`src/hw/nvmcfg_consts.vh`:
```
`ifndef NVMCFG_CONSTS_VH
`define NVMCFG_CONSTS_VH
`define NVMCFG_IDX_LINK 8'h1B
`define NVMCFG_IDX_PHY 8'h1C
`define NVMCFG_ADDR_LINK 8'h6C
`define NVMCFG_ADDR_PHY 8'h70
`define NVMCFG_ADDR_STAT 8'h80
`define NVMCFG_ADDR_CTRL 8'h84
`define NVMCFG_LINK_RST 16'h4403
`define NVMCFG_PHY_RST 16'h0C84
`define NVMCFG_LINK_MASK 16'hFC37
`define NVMCFG_PHY_MASK 16'h5EEF
`define NVMCFG_B_RXPRES 15
`define NVMCFG_B_DLYMSB 14
`define NVMCFG_B_NORST 13
`define NVMCFG_B_LEGACY 12
`define NVMCFG_B_GOODREC 11
`define NVMCFG_B_NOLEAK 10
`define NVMCFG_B_NOL2 5
`define NVMCFG_B_NOSKIP 4
`define NVMCFG_B_IDLEMASK 2
`define NVMCFG_B_NOGIG 14
`define NVMCFG_B_CLASSA 12
`define NVMCFG_B_GIGD0A 11
`define NVMCFG_B_SLEEP_SPEED_REDUCTION_ENABLE 10
`define NVMCFG_B_D0LPLU 9
`define NVMCFG_B_BLINK 7
`define NVMCFG_B_INVERT 6
`define NVMCFG_B_RATE 5
`define NVMCFG_CLK_KHZ 40000
`define NVMCFG_T32_US 32
`define NVMCFG_T64_US 64
`define NVMCFG_T256_US 256
`define NVMCFG_T1_MS 1
`define NVMCFG_T4_MS 4
`define NVMCFG_SLOW_MS 200
`define NVMCFG_FAST_MS 83
`define NVMCFG_RESP_OKAY 2'h0
`define NVMCFG_RESP_SLVERR 2'h2
`endif

```
`src/hw/nvmcfg_loader.v`:
```
`timescale 1ns/100ps
`include "nvmcfg_consts.vh"
module nvmcfg_loader #(
  parameter integer CYC_32US = `NVMCFG_T32_US * `NVMCFG_CLK_KHZ / 1000,
  parameter integer CYC_64US = `NVMCFG_T64_US * `NVMCFG_CLK_KHZ / 1000,
  parameter integer CYC_256US = `NVMCFG_T256_US * `NVMCFG_CLK_KHZ / 1000,
  parameter integer CYC_1MS = `NVMCFG_T1_MS * `NVMCFG_CLK_KHZ,
  parameter integer CYC_4MS = `NVMCFG_T4_MS * `NVMCFG_CLK_KHZ,
  parameter integer CYC_SLOW = `NVMCFG_SLOW_MS * `NVMCFG_CLK_KHZ,
  parameter integer CYC_FAST = `NVMCFG_FAST_MS * `NVMCFG_CLK_KHZ
) (
  input wire aclk,
  input wire aresetn,
  input wire [7:0] s_axi_awaddr,
  input wire s_axi_awvalid,
  output reg s_axi_awready,
  input wire [31:0] s_axi_wdata,
  input wire [3:0] s_axi_wstrb,
  input wire s_axi_wvalid,
  output reg s_axi_wready,
  output reg [1:0] s_axi_bresp,
  output reg s_axi_bvalid,
  input wire s_axi_bready,
  input wire [7:0] s_axi_araddr,
  input wire s_axi_arvalid,
  output reg s_axi_arready,
  output reg [31:0] s_axi_rdata,
  output reg [1:0] s_axi_rresp,
  output reg s_axi_rvalid,
  input wire s_axi_rready,
  output reg nvm_rd_req,
  output reg [7:0] nvm_rd_addr,
  input wire nvm_rd_ack,
  input wire [15:0] nvm_rd_data,
  input wire nvm_image_valid,
  input wire link_down,
  input wire in_d0a,
  input wire power_policy_reduce,
  output reg link_training_enable,
  output reg core_reset_req,
  output reg rx_present_force,
  output reg [2:0] lowpower_entry_delay,
  output reg [31:0] l1_entry_cycles,
  output reg legacy_training_fsm_select,
  output reg good_recovery_force,
  output reg leaky_bucket_disable,
  output reg deep_sleep_entry_inhibit,
  output reg skip_insert_disable,
  output reg eidle_check_mask,
  output reg gigabit_allowed,
  output reg line_driver_class_select,
  output reg speed_reduce_req,
  output reg activity_indicator_flash_enable,
  output reg activity_indicator_polarity,
  output reg activity_indicator_flash_rate,
  output reg [31:0] flash_half_cycles,
  output reg [3:0] activity_indicator_source
);

  localparam [1:0] ST_IDLE = 2'b00;
  localparam [1:0] ST_LINK = 2'b01;
  localparam [1:0] ST_PHY = 2'b10;
  localparam [1:0] ST_DONE = 2'b11;

  reg [1:0] state_reg;
  reg [1:0] state_next;
  reg [15:0] link_reg;
  reg [15:0] phy_reg;
  reg image_seen_reg;
  reg [7:0] awaddr_reg;
  reg aw_held_reg;
  reg [31:0] wdata_reg;
  reg [3:0] wstrb_reg;
  reg w_held_reg;
  reg [15:0] wr_word;
  reg [31:0] rd_word;
  reg rd_ok;
  reg [31:0] l1_next;
  wire do_write;
  wire wr_link;
  wire wr_phy;
  wire wr_ctrl;
  wire wr_hit;
  wire rd_take;

  assign do_write = aw_held_reg && w_held_reg && !s_axi_bvalid;
  assign wr_link = do_write && (awaddr_reg == `NVMCFG_ADDR_LINK);
  assign wr_phy = do_write && (awaddr_reg == `NVMCFG_ADDR_PHY);
  assign wr_ctrl = do_write && (awaddr_reg == `NVMCFG_ADDR_CTRL);
  assign wr_hit = wr_link || wr_phy || wr_ctrl || (awaddr_reg == `NVMCFG_ADDR_STAT);
  assign rd_take = s_axi_arvalid && s_axi_arready;

  // Merges the byte lanes of a write into the current 16-bit word.
  always @* begin
    wr_word = wr_link ? link_reg : phy_reg;
    if (wstrb_reg[0]) begin
      wr_word[7:0] = wdata_reg[7:0];
    end
    if (wstrb_reg[1]) begin
      wr_word[15:8] = wdata_reg[15:8];
    end
  end

  // Loader sequence: link word, then PHY word, then release training.
  always @* begin
    state_next = state_reg;
    case (state_reg)
      ST_IDLE: begin
        state_next = nvm_image_valid ? ST_LINK : ST_DONE;
      end
      ST_LINK: begin
        if (nvm_rd_ack) begin
          state_next = ST_PHY;
        end
      end
      ST_PHY: begin
        if (nvm_rd_ack) begin
          state_next = ST_DONE;
        end
      end
      ST_DONE: begin
        if (wr_ctrl && wstrb_reg[0] && wdata_reg[0]) begin
          state_next = ST_IDLE;
        end
      end
      default: begin
        state_next = ST_IDLE;
      end
    endcase
  end

  always @(posedge aclk) begin
    if (!aresetn) begin
      state_reg <= ST_IDLE;
      nvm_rd_req <= 1'b0;
      nvm_rd_addr <= 8'h00;
      image_seen_reg <= 1'b0;
    end else begin
      state_reg <= state_next;
      nvm_rd_req <= (state_next == ST_LINK) || (state_next == ST_PHY);
      nvm_rd_addr <= (state_next == ST_PHY) ? `NVMCFG_IDX_PHY : `NVMCFG_IDX_LINK;
      if (state_reg == ST_IDLE) begin
        image_seen_reg <= nvm_image_valid;
      end
    end
  end

  // Configuration words; reserved bits are stored and read as zero.
  always @(posedge aclk) begin
    if (!aresetn) begin
      link_reg <= `NVMCFG_LINK_RST;
      phy_reg <= `NVMCFG_PHY_RST;
    end else begin
      if (state_reg == ST_IDLE && !nvm_image_valid) begin
        link_reg <= `NVMCFG_LINK_RST;
        phy_reg <= `NVMCFG_PHY_RST;
      end else if (state_reg == ST_LINK && nvm_rd_ack) begin
        link_reg <= nvm_rd_data & `NVMCFG_LINK_MASK;
      end else if (state_reg == ST_PHY && nvm_rd_ack) begin
        phy_reg <= nvm_rd_data & `NVMCFG_PHY_MASK;
      end else if (wr_link) begin
        link_reg <= wr_word & `NVMCFG_LINK_MASK;
      end else if (wr_phy) begin
        phy_reg <= wr_word & `NVMCFG_PHY_MASK;
      end
    end
  end

  // Write address and data are taken in either order and held.
  always @(posedge aclk) begin
    if (!aresetn) begin
      s_axi_awready <= 1'b0;
      s_axi_wready <= 1'b0;
      aw_held_reg <= 1'b0;
      w_held_reg <= 1'b0;
      awaddr_reg <= 8'h00;
      wdata_reg <= 32'h0000_0000;
      wstrb_reg <= 4'h0;
      s_axi_bvalid <= 1'b0;
      s_axi_bresp <= `NVMCFG_RESP_OKAY;
    end else begin
      s_axi_awready <= !aw_held_reg && !(s_axi_awvalid && s_axi_awready);
      s_axi_wready <= !w_held_reg && !(s_axi_wvalid && s_axi_wready);
      if (s_axi_awvalid && s_axi_awready) begin
        aw_held_reg <= 1'b1;
        awaddr_reg <= s_axi_awaddr;
      end
      if (s_axi_wvalid && s_axi_wready) begin
        w_held_reg <= 1'b1;
        wdata_reg <= s_axi_wdata;
        wstrb_reg <= s_axi_wstrb;
      end
      if (do_write) begin
        s_axi_bvalid <= 1'b1;
        s_axi_bresp <= wr_hit ? `NVMCFG_RESP_OKAY : `NVMCFG_RESP_SLVERR;
      end else if (s_axi_bvalid && s_axi_bready) begin
        s_axi_bvalid <= 1'b0;
        aw_held_reg <= 1'b0;
        w_held_reg <= 1'b0;
      end
    end
  end

  always @* begin
    rd_ok = 1'b1;
    case (s_axi_araddr)
      `NVMCFG_ADDR_LINK: rd_word = {16'h0000, link_reg};
      `NVMCFG_ADDR_PHY: rd_word = {16'h0000, phy_reg};
      `NVMCFG_ADDR_STAT: rd_word = {29'h0, image_seen_reg,
        link_training_enable, nvm_rd_req};
      `NVMCFG_ADDR_CTRL: rd_word = 32'h0000_0000;
      default: begin
        rd_word = 32'h0000_0000;
        rd_ok = 1'b0;
      end
    endcase
  end

  always @(posedge aclk) begin
    if (!aresetn) begin
      s_axi_arready <= 1'b0;
      s_axi_rvalid <= 1'b0;
      s_axi_rdata <= 32'h0000_0000;
      s_axi_rresp <= `NVMCFG_RESP_OKAY;
    end else begin
      s_axi_arready <= !s_axi_rvalid && !rd_take;
      if (rd_take) begin
        s_axi_rvalid <= 1'b1;
        s_axi_rdata <= rd_word;
        s_axi_rresp <= rd_ok ? `NVMCFG_RESP_OKAY : `NVMCFG_RESP_SLVERR;
      end else if (s_axi_rvalid && s_axi_rready) begin
        s_axi_rvalid <= 1'b0;
      end
    end
  end

  // L0s-to-L1 delay from the three-bit field.
  always @* begin
    case (link_reg[1:0])
      2'b00: l1_next = CYC_64US;
      2'b01: l1_next = CYC_256US;
      2'b10: l1_next = CYC_1MS;
      default: l1_next = CYC_4MS;
    endcase
    if ({link_reg[`NVMCFG_B_DLYMSB], link_reg[1:0]} == 3'b011) begin
      l1_next = CYC_32US;
    end
  end

  // Decoded settings, registered so every output comes from a flop.
  always @(posedge aclk) begin
    if (!aresetn) begin
      link_training_enable <= 1'b0;
      core_reset_req <= 1'b0;
      rx_present_force <= 1'b0;
      lowpower_entry_delay <= 3'b111;
      l1_entry_cycles <= 32'h0000_0000;
      legacy_training_fsm_select <= 1'b0;
      good_recovery_force <= 1'b0;
      leaky_bucket_disable <= 1'b1;
      deep_sleep_entry_inhibit <= 1'b0;
      skip_insert_disable <= 1'b0;
      eidle_check_mask <= 1'b0;
      gigabit_allowed <= 1'b0;
      line_driver_class_select <= 1'b0;
      speed_reduce_req <= 1'b0;
      activity_indicator_flash_enable <= 1'b1;
      activity_indicator_polarity <= 1'b0;
      activity_indicator_flash_rate <= 1'b0;
      flash_half_cycles <= 32'h0000_0000;
      activity_indicator_source <= 4'h4;
    end else begin
      link_training_enable <= (state_reg == ST_DONE);
      core_reset_req <= link_down && !link_reg[`NVMCFG_B_NORST];
      rx_present_force <= link_reg[`NVMCFG_B_RXPRES];
      lowpower_entry_delay <= {link_reg[`NVMCFG_B_DLYMSB], link_reg[1:0]};
      l1_entry_cycles <= l1_next;
      legacy_training_fsm_select <= link_reg[`NVMCFG_B_LEGACY];
      good_recovery_force <= link_reg[`NVMCFG_B_GOODREC];
      leaky_bucket_disable <= link_reg[`NVMCFG_B_NOLEAK];
      deep_sleep_entry_inhibit <= link_reg[`NVMCFG_B_NOL2];
      skip_insert_disable <= link_reg[`NVMCFG_B_NOSKIP];
      eidle_check_mask <= link_reg[`NVMCFG_B_IDLEMASK];
      gigabit_allowed <= !phy_reg[`NVMCFG_B_NOGIG] &&
        !(phy_reg[`NVMCFG_B_GIGD0A] && !in_d0a);
      line_driver_class_select <= phy_reg[`NVMCFG_B_CLASSA];
      speed_reduce_req <= power_policy_reduce &&
        (in_d0a ? phy_reg[`NVMCFG_B_D0LPLU]
        : phy_reg[`NVMCFG_B_SLEEP_SPEED_REDUCTION_ENABLE]);
      activity_indicator_flash_enable <= phy_reg[`NVMCFG_B_BLINK];
      activity_indicator_polarity <= phy_reg[`NVMCFG_B_INVERT];
      activity_indicator_flash_rate <= phy_reg[`NVMCFG_B_RATE];
      flash_half_cycles <= phy_reg[`NVMCFG_B_RATE] ? CYC_FAST : CYC_SLOW;
      activity_indicator_source <= phy_reg[3:0];
    end
  end

endmodule

```
`config.mk`:
```
export PLATFORM = sky130hd
export DESIGN_NAME = nvmcfg_loader
export DESIGN_NICKNAME = d
export VERILOG_FILES = /design/src/hw/nvmcfg_loader.v
export VERILOG_INCLUDE_DIRS = /design/src /design/src/hw
export SDC_FILE = /design/constraint.sdc
export NUM_CORES = 1
export LEC_CHECK = 0
export BUFFER_PORTS_ARGS = -buffer_cell sky130_fd_sc_hd__buf_2
export CORE_UTILIZATION = 50
export DETAILED_ROUTE_END_ITERATION = 12
export GPL_TIMING_DRIVEN = 0
export PLACE_DENSITY = 0.84
export SYNTH_ARGS = -nofsm -noshare
export SYNTH_HDL_FRONTEND = slang
export SYNTH_SLANG_ARGS = --single-unit
```
`constraint.sdc`:
```
create_clock -name aclk -period 5.8 [get_ports aclk]
set_clock_uncertainty 0.15 [all_clocks]
set_input_delay 0.58 -clock aclk [delete_from_list [all_inputs] [get_ports aclk]]
set_output_delay 0.58 -clock aclk [all_outputs]
set_load 0.01 [all_outputs]
```
* After elaboration in Yosys (flattened, before gate mapping) *
Index checks and enable logic that the tools add are counted.

cells by class
  reductions and logical operators = 57
  multiplexer cells = 33
  equal/unequal tests = 18
  bitwise logic cells = 2

operators by type and width
  operator              count
  $mux W16              7
  $pmux W18 S3          1
  $pmux W16 S3          1
  $eq A8 B7 Y1 const B  4
  $eq A8 B8 Y1 const B  4
  $mux W23              1
  $logic_and A1 B1 Y1   22
  $mux W8               2
  $reduce_bool A2 Y1    8
  $logic_not A1 Y1      12
  $mux W1               12
  $mux W2               6
  $mux W11              1
  $reduce_and A3 Y1     3
  $eq A2 B2 Y1 const B  4
  $pmux W2 S4           1
  $reduce_and A4 Y1     2
  $eq A2 B1 Y1 const B  3
  $logic_not A2 Y1      2
  $logic_or A1 B1 Y1    4
  $reduce_or A2 Y1      2
  $reduce_or A4 Y1      1
  $eq A3 B2 Y1 const B  1
  $mux W3               1
  other kinds (4)       5

word-level totals
  bits of input ports = 80
  flip-flop bits (word level) = 180
  output and inout port bits = 136

* Depth between registers and ports, before layout *
  depth after elaboration = 9
  mapped depth = 8
  depth with buffers taken out = 6

* Least setup slack after synthesis *
Ideal clock, no wire load.

  kind = reg-to-reg
  start = reg awaddr_reg[3]
  end = reg nvm_rd_req
  cell stages (with the launch flop) = 7
  buffers on the path = 0
  data required time = 5.584 ns
  setup slack = 3.634 ns
  arrival = 1.950 ns
  period minus slack after synthesis = 2.166 ns
  cell sequence = dfxtp_1 -> or4b_1 -> nor4_1 -> o21ai_0 -> o21ai_0 -> ha_1 -> nor2_1

between the ends
  word-level cells in the longest chain between the ends = 8

RTL lines
  element                                       RTL line             source
  from (decl)                                   nvmcfg_loader.v:70   reg [7:0] awaddr_reg;
  from (signal assigned)                        nvmcfg_loader.v:186  awaddr_reg <= s_axi_awaddr;
  $eq A8 B8 Y1 (no line) (*)                    n/a
  $logic_and A1 B1 Y1 (*)                       nvmcfg_loader.v:89   assign wr_ctrl = do_write && (awaddr_reg == `NVMCFG_ADDR_CTRL);
  $logic_and A1 B1 Y1 (*) (2 in a row)          nvmcfg_loader.v:122  if (wr_ctrl && wstrb_reg[0] && wdata_reg[0]) begin
  $mux W2 (*)                                   nvmcfg_loader.v:122
  $pmux W2 S4 (*)                               nvmcfg_loader.v:107  case (state_reg)
  $eq A2 B1 Y1 or $eq A2 B2 Y1 (tied branches)  nvmcfg_loader.v:140  nvm_rd_req <= (state_next == ST_LINK) || (state_next == ST_PHY);
  $logic_or A1 B1 Y1 (*)                        nvmcfg_loader.v:140
  to (signal assigned)                          nvmcfg_loader.v:140
  to (decl)                                     nvmcfg_loader.v:31   output reg nvm_rd_req,

Every way passes the cells marked *; elsewhere a longest branch is shown, timed or not.
A chain may end at the register's enable or synchronous reset.

* Worst setup path after layout *
Ends and elaborated chain as after synthesis.

==> flow_metrics.tcl <==
set metrics [dict create \
    status "finished clean" \
    r2r_slack_ns 3.26 \
    overflow 0 \
    yosys_most_used_dff "dfxtp_1" \
    antennaDiodeCount 0 \
    grt_use_total 0.240 \
    slew_violations 0 \
    p_total_mw 1.52 \
    clockBufferDepth 2 \
    core-area_mm2 0.00933 \
    placed_cells 878 \
    avgViaCountPerCell 4.85 \
    h-tree-depth 3 \
    min_to "core_reset_req" \
    grt_max_degree 20 \
    utilization 0.658 \
    instances_no_fill 893 \
    min-delay-start "link_down" \
    endpoint_kind "flop" \
    cts_hold_buf 0 \
    synth_area_leaders "dfxtp_1 (45%), buf_4 (12%), nand2_1 (6.0%), a21oi_1 (5.5%), o21ai_0 (3.5%)" \
    dp_hpwl_um 9430 \
    crit_type "flop to flop" \
    hold_class "input port to flop" \
    place_ws_ns 3.27 \
    drcViolationCount 0 \
    max_cap_viol_count 0 \
    yosysSeqAreaShare 0.451 \
    initial_core_util 0.523 \
    rows 35 \
    final_nets 842 \
    async_flop_share 0 \
    path_clk_slew_ns 0.11 \
    cts-resized-gates 0 \
    ant_nets 0 \
    holdWs_ns 0.270 \
    portBuffers 131 \
    power_density_mw_per_mm2 247 \
    synth_common_cells "dfxtp_1 (110), buf_4 (79), nand2_1 (78)" \
    crit_start "awaddr_reg[3]" \
    syn2layout_area_growth_pct 25.7 \
    r2r-end "nvm_rd_req" \
    relSlewSlack 0.539 \
    syn_inst 555 \
    arrival_ns 2.70 \
    worst_pin_slew_ns 0.691 \
    start_kind "flop" \
    cts_made_buffers 9 \
    layout-drive-gt1-share 0.318 \
    die_x_um 101 \
    crit_required_ns 5.96 \
    power_leakage_nw 2.96 \
    syn_avg_cell_area_um2 8.79 \
    rr_worst_depth 6 \
    drt_iter0_drc 247 \
    synth_area_leader_cell "dfxtp_1" \
    cts_root_buf "clkbuf_8" \
    antenna_found_initial 0 \
    r2r_start "awaddr_reg[3]" \
    hold_viol_final 0 \
    place_area_mm2 0.00593 \
    finalCritPeriodShare 0.438 \
    setup_viol 0 \
    ys_ff_latch 110 \
    grt_pass1_vias 3974 \
    min_period_ns 2.54 \
    seq_area_mm2 0.00220 \
    wire_per_inst_um 13.3 \
    synth_top_cell_area_share 0.451 \
    yosysWarnings 0 \
    peakVddDrop_mv 0.154 \
    fin_tns_setup_ns 0 \
    clock_latency_ns 0.37 \
    die_height_um 101 \
    cp_max_fo 4 \
    synth.most_common_cell "dfxtp_1" \
    post_cts_buffers 0 \
    fill_cells 819 \
    wl_um 11900 \
    synth_edf_count 0 \
    synth.distinct_cells 52 \
    timing.final.ws_setup_ns 3.26 \
    hold-path-cell-count 3 \
    dr_total_vias 4330 \
    gp_congestion 0.834 \
    fin_area_mm2 0.00613 \
    die_area_mm2 0.0102 \
    cts.sinks 110 \
    multi_input_area_mm2 0.00213 \
    fmax_mhz 393 \
    drt-pass1-iter-count 5 \
    cts_tree "built" \
    rsz0062_at_grt "no" \
    ios 216 \
    syn_area_mm2 0.00488 \
    grt_pass1_wl_um 18900 \
]
## cell type report
| type | count | share of cell area |
|---|---|---|
| plain buffers | 107 | 0.119 |
| clock buffers | 9 | 0.0202 |
| clock inverters | 6 | 0.0124 |
| inverters | 14 | 0.00857 |
| multi-input cells | 387 | 0.348 |
| flip-flops and latches | 110 | 0.359 |
| well taps | 129 | 0.0263 |
| repair buffers | 131 | 0.107 |
## worst max-delay path, cell delays in order (launching register included)
cell and delay [ns]:
dfxtp_1 0.36, or4b_1 0.56, nor4_1 0.52, o21ai_0 0.13
o21ai_0 0.33, ha_1 0.31, nor2_1 0.12
## per-layer routing
metal	GRT usage	routed length (µm)	vias to the layer above
met5	0	0	-
met4	0.0747	237	0
met3	0.0485	838	18
met2	0.413	5460	186
met1	0.303	5370	1956
li1	-	-	2170
## kinds of logic after synthesis
group           after synthesis  share of synthesized area
simple gates                169                      0.178
compound gates              135                      0.169
buf+inv                     121                      0.160
flops                       110                      0.451
mux                          17                     0.0359
fa+ha+maj                     2                    0.00513
other cells                   1                   0.000768
## worst max path at each step
stage	depth (start not counted)	to
floorplan	6	nvm_rd_req
global placement	6	nvm_rd_req
detailed placement	6	nvm_rd_req
CTS	6	nvm_rd_req
global route	6	nvm_rd_req
finish	6	nvm_rd_req
## report_power, final
part / total [mW] / leakage, nW / switching (mW) / internal, mW
Clock: 0.472 / 0.103 / 0.266 / 0.206
Sequential: 0.815 / 0.898 / 0.0257 / 0.789
Combinational: 0.229 / 1.96 / 0.126 / 0.103
## layout by cell type (no fill, tap or decap), types with 14 or more instances in the layout
master    count
nor3_1       14
buf_2       133
buf_4        79
dfxtp_1     110
a21oi_1      54
conb_1       64
nand2_1      78
and2_1       21
o21ai_0      34
clkbuf_1     20
nor2_1       22
No activity file was read; power rests on OpenSTA's default activity.
